### src/verilog/cgv_map.svh
// Purpose: Offsets, field positions, reset values and limits of the channel register bank.
// Assumes: 8-bit register address and data on the control register port.
// Notes: Definitions only.
`ifndef CGV_MAP_SVH
`define CGV_MAP_SVH
// ****************************************
// Register offsets
// ****************************************
`define CGV_ADDR_GAIN 8'h42
`define CGV_ADDR_VOL 8'h43
`define CGV_ADDR_TRIM 8'h44
`define CGV_ADDR_PHASE 8'h45
`define CGV_ADDR_CH3_VOL 8'h48
// ****************************************
// Reset values
// ****************************************
`define CGV_RST_GAIN 8'h00
`define CGV_RST_VOL 8'hC9
`define CGV_RST_TRIM 8'h80
`define CGV_RST_PHASE 8'h00
`define CGV_RST_CH3_VOL 8'hC9
// ****************************************
// Field positions
// ****************************************
`define CGV_GAIN_MSB 7
`define CGV_GAIN_LSB 1
`define CGV_SIGN_BIT 0
`define CGV_TRIM_MSB 7
`define CGV_TRIM_LSB 4
// ****************************************
// Code mapping limits, half-dB and tenth-dB units
// ****************************************
`define CGV_GAIN_MAX 7'h54
`define CGV_NEG_FLOOR 8'hEA
`define CGV_VOL_UNITY 9'h0C9
`define CGV_TRIM_UNITY 5'h08
`define CGV_MOD_DIV 8
`endif

### src/verilog/cgv_pkg.sv
// Purpose: Types shared by the channel register bank and its phase delay line.
// Assumes: Nothing beyond the map header.
// Notes: Settings travel as packed structs.
package cgv_pkg;
  // ****************************************
  // Stored register contents
  // ****************************************
  typedef struct packed {
    logic [6:0] gain_code;
    logic gain_polarity;
    logic [7:0] vol_code;
    logic [3:0] gain_trim;
    logic [7:0] phase_delay;
    logic [7:0] ch3_vol_code;
  } cgv_regs_t;

  // ****************************************
  // Settings applied to the sample path
  // ****************************************
  typedef struct packed {
    logic signed [7:0] gain_half_db;
    logic mute;
    logic signed [8:0] vol_half_db;
    logic signed [4:0] trim_tenth_db;
    logic [7:0] phase_delay;
  } cgv_applied_t;
endpackage : cgv_pkg

### src/verilog/cgv_channel_regs.sv
// Purpose: Channel two gain, volume and calibration registers with channel three volume.
// Assumes: Register port comes decoded from the control serial interface, same clock.
// Notes: Channel two settings reach the sample path only on a sample strobe, all fields together; channel three volume is output as soon as written.
`include "cgv_map.svh"

// Contract
// - Gain code N gives N half-dB; codes 84 and above give 42 dB.
// - Polarity bit set makes gain negative, floored at -11 dB.
// - Gain field resets to code zero, positive: 0 dB.
// - Volume code zero mutes the channel output.
// - Volume codes step half-dB: 1 is -100, 201 is 0, 255 is +27 dB.
// - Channel two volume at 0x43 resets to 0xC9.
// - Trim code steps 0.1 dB: 0 is -0.8, 8 is 0, 15 is +0.7 dB.
// - Trim register at 0x44 resets to 0x80.
// - Phase field delays channel by N modulator clock cycles.
// - Phase register at 0x45 resets to 0x00.
// - Channel three volume at 0x48 resets to 0xC9.
module cgv_channel_regs
  import cgv_pkg::*;
#(
  parameter int SW = 24,
  parameter int MOD_DIV = `CGV_MOD_DIV
)(
  input wire logic clk,
  input wire logic rst_n,
  input wire logic reg_wr,
  input wire logic reg_rd,
  input wire logic [7:0] reg_addr,
  input wire logic [7:0] reg_wdata,
  output logic [7:0] reg_rdata,
  input wire logic smp_valid,
  input wire logic signed [SW-1:0] smp_data,
  output logic smp_out_valid,
  output logic signed [SW-1:0] smp_out_data,
  output cgv_applied_t applied,
  output logic [7:0] ch3_vol_code,
  input wire logic mod_bit_in,
  output logic mod_bit_out
);
  // ****************************************
  // State
  // ****************************************
  typedef struct packed {
    cgv_regs_t regs;
    cgv_applied_t app;
    logic [7:0] rdata;
    logic out_valid;
    logic [SW-1:0] out_data;
    logic [7:0] div_cnt;
    logic mod_en;
    logic any_wr;
  } cgv_state_t;

  cgv_state_t st_q;
  cgv_state_t st_d;
  logic signed [7:0] gain_lin;

  // Refuse parameters the 8-bit divider and the sample path cannot serve
  if (MOD_DIV < 1 || MOD_DIV > 256)
  begin : g_bad_div
    $error("Modulator divider out of range");
  end
  if (SW < 2)
  begin : g_bad_sw
    $error("Sample width too small");
  end

  always_comb
  begin
    st_d = st_q;
    st_d.mod_en = 1'b0;
    st_d.out_valid = 1'b0;
    gain_lin = '0;
    // Modulator cycle enable
    if (st_q.div_cnt == 8'(MOD_DIV - 1))
    begin
      st_d.div_cnt = 8'h00;
      st_d.mod_en = 1'b1;
    end
    else
      st_d.div_cnt = st_q.div_cnt + 8'h01;
    // Register writes
    if (reg_wr)
    begin
      st_d.any_wr = 1'b1;
      case (reg_addr)
        `CGV_ADDR_GAIN:
        begin
          st_d.regs.gain_code = reg_wdata[`CGV_GAIN_MSB:`CGV_GAIN_LSB];
          st_d.regs.gain_polarity = reg_wdata[`CGV_SIGN_BIT];
        end
        `CGV_ADDR_VOL: st_d.regs.vol_code = reg_wdata;
        `CGV_ADDR_TRIM: st_d.regs.gain_trim = reg_wdata[`CGV_TRIM_MSB:`CGV_TRIM_LSB];
        `CGV_ADDR_PHASE: st_d.regs.phase_delay = reg_wdata;
        `CGV_ADDR_CH3_VOL: st_d.regs.ch3_vol_code = reg_wdata;
        default: st_d.any_wr = st_q.any_wr;
      endcase
    end
    // Register reads; unmapped and reserved bits read zero
    if (reg_rd)
    begin
      case (reg_addr)
        `CGV_ADDR_GAIN: st_d.rdata = {st_q.regs.gain_code, st_q.regs.gain_polarity};
        `CGV_ADDR_VOL: st_d.rdata = st_q.regs.vol_code;
        `CGV_ADDR_TRIM: st_d.rdata = {st_q.regs.gain_trim, 4'h0};
        `CGV_ADDR_PHASE: st_d.rdata = st_q.regs.phase_delay;
        `CGV_ADDR_CH3_VOL: st_d.rdata = st_q.regs.ch3_vol_code;
        default: st_d.rdata = 8'h00;
      endcase
    end
    // Snapshot of all channel two settings at each sample
    if (smp_valid)
    begin
      if (st_q.regs.gain_code > `CGV_GAIN_MAX)
        gain_lin = $signed({1'b0, `CGV_GAIN_MAX});
      else
        gain_lin = $signed({1'b0, st_q.regs.gain_code});
      if (st_q.regs.gain_polarity)
        gain_lin = -gain_lin;
      if (gain_lin < $signed(`CGV_NEG_FLOOR))
        gain_lin = $signed(`CGV_NEG_FLOOR);
      st_d.app.gain_half_db = gain_lin;
      st_d.app.mute = (st_q.regs.vol_code == 8'h00);
      st_d.app.vol_half_db = $signed({1'b0, st_q.regs.vol_code}) - $signed(`CGV_VOL_UNITY);
      st_d.app.trim_tenth_db = $signed({1'b0, st_q.regs.gain_trim})
        - $signed(`CGV_TRIM_UNITY);
      st_d.app.phase_delay = st_q.regs.phase_delay;
      st_d.out_valid = 1'b1;
      st_d.out_data = (st_q.regs.vol_code == 8'h00) ? '0 : smp_data;
    end
  end

  always_ff @(posedge clk or negedge rst_n)
  begin
    if (!rst_n)
    begin
      st_q <= '0;
      st_q.regs.gain_code <= 7'(`CGV_RST_GAIN >> 1);
      st_q.regs.gain_polarity <= 1'b0;
      st_q.regs.vol_code <= `CGV_RST_VOL;
      st_q.regs.gain_trim <= 4'(`CGV_RST_TRIM >> 4);
      st_q.regs.phase_delay <= `CGV_RST_PHASE;
      st_q.regs.ch3_vol_code <= `CGV_RST_CH3_VOL;
      st_q.app.trim_tenth_db <= 5'h00;
    end
    else
      st_q <= st_d;
  end

  cgv_phase_delay #(.DEPTH(256)) u_phase (
    .clk(clk),
    .rst_n(rst_n),
    .mod_en(st_q.mod_en),
    .bit_in(mod_bit_in),
    .delay(st_q.app.phase_delay),
    .bit_out(mod_bit_out)
  );

  assign reg_rdata = st_q.rdata;
  assign smp_out_valid = st_q.out_valid;
  assign smp_out_data = st_q.out_data;
  assign applied = st_q.app;
  assign ch3_vol_code = st_q.regs.ch3_vol_code;

  // ****************************************
  // Checks
  // ****************************************
  vol_mute_a: assert property (@(posedge clk) disable iff (!rst_n)
    smp_valid && st_q.regs.vol_code == 8'h00 |=> smp_out_valid && smp_out_data == '0
    && applied.mute)
    else $error("Volume code zero did not mute");
  vol_pass_a: assert property (@(posedge clk) disable iff (!rst_n)
    smp_valid && st_q.regs.vol_code != 8'h00 |=> smp_out_data == $past(smp_data) && !applied.mute)
    else $error("Nonzero volume sample was altered");
  vol_map_a: assert property (@(posedge clk) disable iff (!rst_n)
    smp_valid |=> applied.vol_half_db == $signed({1'b0, $past(st_q.regs.vol_code)}) - 9'sd201)
    else $error("Volume code mapped wrongly");
  gain_map_a: assert property (@(posedge clk) disable iff (!rst_n)
    smp_valid && !st_q.regs.gain_polarity && st_q.regs.gain_code <= 7'd84
    |=> applied.gain_half_db == $signed({1'b0, $past(st_q.regs.gain_code)}))
    else $error("Positive gain code mapped wrongly");
  gain_floor_a: assert property (@(posedge clk) disable iff (!rst_n)
    smp_valid && st_q.regs.gain_polarity |=> applied.gain_half_db <= 8'sd0
    && applied.gain_half_db >= -8'sd22)
    else $error("Negative gain outside its range");
  trim_map_a: assert property (@(posedge clk) disable iff (!rst_n)
    smp_valid |=> applied.trim_tenth_db == $signed({1'b0, $past(st_q.regs.gain_trim)}) - 5'sd8)
    else $error("Trim code mapped wrongly");
  trim_rsvd_a: assert property (@(posedge clk) disable iff (!rst_n)
    reg_rd && reg_addr == 8'h44 |=> reg_rdata[3:0] == 4'h0)
    else $error("Reserved trim bits read nonzero");
  reset_vals_a: assert property (@(posedge clk) disable iff (!rst_n)
    !st_q.any_wr |-> st_q.regs == {7'h00, 1'b0, 8'hC9, 4'h8, 8'h00, 8'hC9})
    else $error("Register left reset value without a write");
  apply_hold_a: assert property (@(posedge clk) disable iff (!rst_n)
    !smp_valid |=> $stable(applied))
    else $error("Settings changed between samples");
  mod_rate_a: assert property (@(posedge clk) disable iff (!rst_n)
    st_q.mod_en |=> !st_q.mod_en [*1] or MOD_DIV == 1)
    else $error("Modulator enable not a single pulse");

  mute_seen_c: cover property (@(posedge clk) disable iff (!rst_n) smp_out_valid && applied.mute);
  neg_gain_c: cover property (@(posedge clk) disable iff (!rst_n)
    smp_out_valid && applied.gain_half_db == -8'sd22);
  vol_write_c: cover property (@(posedge clk) disable iff (!rst_n)
    reg_wr && reg_addr == 8'h43 ##[1:20] smp_out_valid);
  max_phase_c: cover property (@(posedge clk) disable iff (!rst_n) applied.phase_delay == 8'hFF);
endmodule : cgv_channel_regs

### src/verilog/cgv_phase_delay.sv
// Purpose: Delays the modulator bitstream by a programmed count of modulator cycles.
// Assumes: mod_en is a one-cycle pulse per modulator cycle.
// Notes: Output is registered; zero delay passes the bit with one clk of latency.
module cgv_phase_delay
  import cgv_pkg::*;
#(
  parameter int DEPTH = 256
)(
  input wire logic clk,
  input wire logic rst_n,
  input wire logic mod_en,
  input wire logic bit_in,
  input wire logic [7:0] delay,
  output logic bit_out
);
  typedef struct packed {
    logic [DEPTH-1:0] hist;
    logic out;
  } cgv_dly_state_t;

  cgv_dly_state_t st_q;
  cgv_dly_state_t st_d;

  // Refuse a line too short for the largest programmable delay
  if (DEPTH < 256)
  begin : g_bad_depth
    $error("Delay line must hold 255 modulator cycles");
  end

  always_comb
  begin
    st_d = st_q;
    if (mod_en)
    begin
      st_d.hist = {st_q.hist[DEPTH-2:0], bit_in};
      if (delay == 8'h00)
        st_d.out = bit_in;
      else
        st_d.out = st_q.hist[delay - 8'h01];
    end
  end

  always_ff @(posedge clk or negedge rst_n)
  begin
    if (!rst_n)
      st_q <= '0;
    else
      st_q <= st_d;
  end

  assign bit_out = st_q.out;

  // ****************************************
  // Checks
  // ****************************************
  dly_zero_a: assert property (@(posedge clk) disable iff (!rst_n)
    mod_en && delay == 8'h00 |=> bit_out == $past(bit_in))
    else $error("Zero phase delay did not pass the bit");
  dly_one_a: assert property (@(posedge clk) disable iff (!rst_n)
    mod_en && delay == 8'h01 |=> bit_out == $past(st_q.hist[0]))
    else $error("Unit phase delay did not repeat the previous bit");
endmodule : cgv_phase_delay

### config.mk
export PLATFORM = sky130hd
export DESIGN_NAME = cgv_channel_regs
export DESIGN_NICKNAME = d
export VERILOG_FILES = /design/src/verilog/cgv_pkg.sv /design/src/verilog/cgv_channel_regs.sv /design/src/verilog/cgv_phase_delay.sv
export VERILOG_INCLUDE_DIRS = /design/src /design/src/verilog
export SDC_FILE = /design/constraint.sdc
export NUM_CORES = 1
export LEC_CHECK = 0
export BUFFER_PORTS_ARGS = -buffer_cell sky130_fd_sc_hd__buf_2
export CAP_MARGIN = 20
export CORE_MARGIN = 5
export CORE_UTILIZATION = 50
export DETAILED_ROUTE_END_ITERATION = 10
export PLACE_DENSITY_LB_ADDON = 0.08
export RECOVER_POWER = 25
export SYNTH_ARGS = -nofsm -noshare
export SYNTH_HDL_FRONTEND = slang
export SYNTH_SLANG_ARGS = --single-unit
### constraint.sdc
create_clock -name clk -period 3.5 [get_ports clk]
set_input_delay 0.7 -clock clk [delete_from_list [all_inputs] [get_ports clk]]
set_output_delay 0.7 -clock clk [all_outputs]
set_load 0.1 [all_outputs]
==> impl_metrics.yaml, run 1 <==
run_status:
  outcome: "finished with violations"
  violations: "capacitance limit, slew limit"
setup_path:
  cp-start-kind: "register"
  critPathArrivalTime_ps: 3590
  critPathKind: "register to register"
  required_ps: 3900
  end_kind: "register"
  path_max_fanout: 8
clock_network:
  holdBufCountCts: 0
  post_cts_resized: 0
  clock_tree.root_cell: "clkbuf_16"
  worstSkewPairLatency_ps: 520
  clk_pin_slew_ps: 60
  clockBufferDepth: 3
  post_cts_buffers: 0
  numCtsBuffers: 40
  htreeDepth: 2
  clock_sinks: 365
  cts_tree: "yes"
yosys:
  synth-edff-count: 0
  synth-async-reset-ratio_pct: 100
  ys_ff_latch: 365
  synthCells: 1184
  synth_area_leaders: "dfrtp_1, mux2_2, mux4_2"
  syn_nets: 1236
  synth.yosys.warnings: 0
  synth_top_area_cell: "dfrtp_1"
  syn-mean-instance-area_sq_um: 14.4
  synth_ff_type: "dfrtp_1"
  syn_area_sq_um: 17100
  synth_seq_area_share_pct: 53.6
  netlist.area_leader.share_pct: 52.2
  netlist-cell-type-count: 65
finish:
  layout-drive-gt1-share_pct: 45.4
  final_common_cell: "dfrtp_1"
  areaGrowthSynthToFinish_pct: 10.9
  mostFrequentLayoutCells: "dfrtp_1, mux2_2, buf_2"
  nets: 1289
global_route:
  grt_util_all_layers_pct: 17.8
  gr-total-overflow: 0
  grt_pass1_vias: 9926
  grt_first_pass_wirelength_mm: 55.6
  antenna_found_initial: 0
  grt_max_degree: 100
detailed_routing:
  drt_pass1_iterations: 5
  wl_per_cell_um: 19.4
  drc: 0
  via_per_inst: 5.66
  wl_mm: 33.3
  drtIter0Drc: 432
  ant_nets: 0
  vias: 9677
place:
  place_hpwl_mm: 21.6
  io_buffers: 118
  gp_congestion: 0.793
sta:
  skew_ps: 11.3
  finalHoldWorstSlack_ps: 188
  clock.fmax_mhz: 314
  fin_crit_sh_pct: 91.0
  rsz0062_at_grt: "no"
  fin_tns_setup_ps: 0
  worst_pin_slew_ps: 2040
  period_needed_ps: 3180
  setup_violations: 0
  drv_slew: 155
  slew_headroom_pct: -36.1
  hold_viol: 0
floorplan:
  initial_core_util_pct: 50.7
  row_count: 67
  die_h_um: 195
  die_x_um: 195
  io_pins: 119
  dieArea_sq_um: 37900
  coreArea_sq_um: 33600
pwr:
  total_power_w: 0.00965
  max-vdd-ir-drop_mv: 0.383
  power.density_cell_area_nw_per_um2: 510
  total_leakage_power_nw: 9.15
hold_path:
  holdCritPathClass: "input pin to asynchronous set/reset pin"
flow_run:
  max_cap_violations: 4
-- synth_stat cells (all sizes together) (11+ instances only) --
cell type,count
o21ai,16
inv,14
mux2i,21
mux2,311
nor2,25
xnor2,14
buf,95
a21oi,11
nand3,16
mux4,64
dfrtp,356
clkbuf,44
a22o,24
nand2,55
-- area by class of cell --
class,instances,area (sq um)
flip-flops and latches,365,9150
clock buffers,60,1130
clock inverters,7,110
inverters,14,52.6
well taps,448,561
multi-input cells,666,6990
diodes,1,2.50
repair buffers,150,918
fillers,2771,14700
-- flip-flops by register name, summed over array words and instances (netlist names) --
| signal | flops |
|---|---|
| st_q | 37 |
| smp_out_valid | 1 |
| applied | 30 |
| smp_out_data | 24 |
| ch3_vol_code | 8 |
| reg_rdata | 8 |
| u_phase.st_q | 256 |
| u_phase.bit_out | 1 |
-- final timing paths --
| path | startpoint | endpoint | slack [ps] | depth (start not counted) |
|---|---|---|---|---|
| setup / recovery | st_q[104] | applied[28] | 320 | 15 |
| hold / removal | rst_n | applied[9] | 190 | 1 |
| setup reg to reg | st_q[104] | applied[28] | 320 | 15 |
| hold reg to reg | st_q[2] | st_q[2] | 450 | 1 |
| max in group asynchronous | rst_n | smp_out_data[3] | 700 | 2 |
| min in group clk | smp_data[4] | smp_out_data[4] | 400 | 2 |
-- per-stage QoR --
stage	utilization, %	instance area (sq um)	setup slack [ps]	cells
after floorplan	-	17100	68.2	1184
after global placement	52.7	17700	241	1643
after detailed placement	52.7	17700	246	1643
after CTS	56.4	19000	202	1710
after global routing	56.3	18900	9.49	1710
final	56.3	18900	316	1711
-- critical path: stages, from the launching register on --
cell	delay, ps
dfrtp_1	430
o21a_1	210
o21a_1	170
o21ai_2	250
nand2_1	110
ha_1	240
nor3b_1	170
nand2_1	90
a21oi_1	70
or3_1	320
a21oi_1	150
o211ai_1	120
ha_1	290
inv_1	90
nand2_1	130
o22a_1	220
-- power breakdown --
group	total, W	switching, W	internal (W)
Combinational	0.00125	0.000925	0.000322
Sequential	0.00438	0.0000688	0.00431
Clock	0.00403	0.00160	0.00243
-- layer usage --
layer	wire length [um]	track usage, %
met1	15600	26.4
met2	15400	27.9
met3	1650	3.06
met4	601	3.78
met5	0	0
-- logic make-up after synthesis --
logic type | synth area share (%)
compound gates | 4.54
buf+inv | 5.44
simple gates | 4.09
fa+ha+maj | 0.440
xor+xnor | 1.14
flops | 53.6
mux | 30.7
(Power assumes the default switching activity.)
==> inputs of run 2 (changes only) <==
- CAP_MARGIN: 20 -> unset
- CTS_BUF_LIST: unset -> sky130_fd_sc_hd__clkbuf_4
==> impl_metrics.yaml, run 2 (synthesis gave the netlist of run 1 again) <==
clock_network:
  clk_pin_slew_ps: 60
  clock_tree.root_cell: "clkbuf_4"
  htreeDepth: 3
  cts_tree: "yes"
  numCtsBuffers: 97
  clock_sinks: 365
  clockBufferDepth: 3
  worstSkewPairLatency_ps: 750
finish:
  max_flop_register: "u_phase.st_q"
  reg_top3: "u_phase.st_q: 256 flops, st_q: 37 flops, applied: 30 flops"
  instances_no_fill: 1814
  nets: 1347
  mostFrequentLayoutCells: "dfrtp_1, mux2_2, clkbuf_4"
  layout-drive-gt1-share_pct: 49.1
  areaGrowthSynthToFinish_pct: 10.9
  final_common_cell: "dfrtp_1"
  largest_reg_flops: 256
pwr:
  power.density_cell_area_nw_per_um2: 493
  max-vdd-ir-drop_mv: 0.292
  total_power_w: 0.00932
  total_leakage_power_nw: 9.28
detailed_routing:
  vias: 9984
  drc: 0
  wl_mm: 33.9
  drt_pass1_iterations: 7
  ant_nets: 0
  wl_per_cell_um: 18.7
  drtIter0Drc: 466
  via_per_inst: 5.50
setup_path:
  critical_path_buf_inv_count: 1
  cpPeakStageDelay_ps: 430
  r2r_start: "st_q[104]"
  reg2reg_slack_ps: 330
  r2r_cells: 15
  end_kind: "register"
  path_delay_family: "compound AO/OA/AOI/OAI gates"
  path_max_fanout: 8
  worstPathCellList: "o21a_1 -> o21a_1 -> o21ai_2 -> nand2_1 -> ha_1 -> nor3b_1 -> nand2_1 -> a21oi_1 -> or3_1 -> a21oi_1 -> o211ai_1 -> ha_1 -> inv_1 -> nand2_1 -> o22a_1"
  required_ps: 4120
  cp_common_cell: "nand2_1"
  cpMaxStageDelayCell: "dfrtp_1"
  cp-start-kind: "register"
  critPathKind: "register to register"
  critPathArrivalTime_ps: 3790
  regToRegEndpoint: "applied[24]"
place:
  dp_cells: 1643
  place_ws_ps: 246
  io_buffers: 118
  place_hpwl_mm: 21.6
  gp_congestion: 0.793
sta:
  period_needed_ps: 3170
  fin_crit_sh_pct: 90.5
  fin_tns_setup_ps: 0
  finalHoldWorstSlack_ps: 172
  skew_ps: 28.7
  layout_setup_ws_ps: 331
  clock.fmax_mhz: 316
  setup_violations: 0
  drv_slew: 108
  worst_pin_slew_ps: 1880
  rsz0062_at_grt: "no"
  slew_headroom_pct: -25.6
  hold_viol: 0
run_status:
  outcome: "finished with violations"
  violations: "capacitance limit, slew limit"
floorplan:
  die_x_um: 195
  coreArea_sq_um: 33600
  io_pins: 119
  die_h_um: 195
  dieArea_sq_um: 37900
  row_count: 67
  initial_core_util_pct: 50.7
global_route:
  grt_pass1_vias: 10400
  gr-total-overflow: 0
  grt_first_pass_wirelength_mm: 56.8
  grt_util_all_layers_pct: 18.3
  antenna_found_initial: 1
  grt_max_degree: 100
hold_path:
  min-delay-start: "smp_data[1]"
  hold_path_end: "smp_out_data[1]"
  holdCritPathClass: "input pin to register"
  min_delay_path_depth: 2
flow_run:
  max_cap_violations: 3
## run 2: cell count changes in the layout (fill, tap and decap cells not counted), moves of 2 or more
cell / before / now
clkbuf_8: 3 / 0
clkinv_2: 4 / 2
clkbuf_4: 0 / 143
clkbuf_16: 41 / 0
clkinv_1: 0 / 19
clkbuf_1: 20 / 4
## run 2: metrics by stage
stage               cell area [sq um]  util [%]
floorplan                       17100         -
global placement                17700      52.7
detailed placement              17700      52.7
CTS                             19000      56.4
global route                    18900      56.3
finish                          18900      56.3
## run 2: timing repair
| item | CTS | global route |
|---|---|---|
| endpoints found under the setup margin | 0 | 5 |
| hold endpoints to repair | 28 | 0 |
| hold buffers | 1 | 0 |
| setup buffers | 0 | 0 |
| gates resized for setup | 0 | 1 |
## run 2: worst max path at each step
stage	from	end	slack, ps	cells after the start
2_1_floorplan	applied[0]	u_phase.bit_out	70	17
3_3_place_gp	st_q[104]	applied[24]	240	15
3_5_place_dp	st_q[104]	applied[24]	250	15
4_1_cts	st_q[104]	applied[24]	200	15
5_1_grt	st_q[104]	applied[28]	40	15
6_report	st_q[104]	applied[24]	330	15
## run 2: final cells by class
class | instances | area [sq um]
diodes | 1 | 2.50
clock buffers | 143 | 1070
clock inverters | 26 | 156
fillers | 2879 | 14700
inverters | 14 | 52.6
multi-input cells | 666 | 6990
flip-flops and latches | 365 | 9150
well taps | 448 | 561
repair buffers | 151 | 926
## run 2: report_power, final
part           leakage, nW  internal, W  switching, W  total [W]
Clock                0.732      0.00200       0.00169    0.00370
Combinational         3.60     0.000322      0.000925    0.00125
Sequential            4.95      0.00431     0.0000692    0.00437
## run 2: per-layer routing
layer | up-vias | wire length [um] | global-route usage, %
met2 | 218 | 15900 | 28.3
met5 | - | 0 | 0
met1 | 5105 | 15600 | 25.9
met3 | 51 | 1760 | 4.29
met4 | 0 | 634 | 5.89
li1 | 4610 | - | -
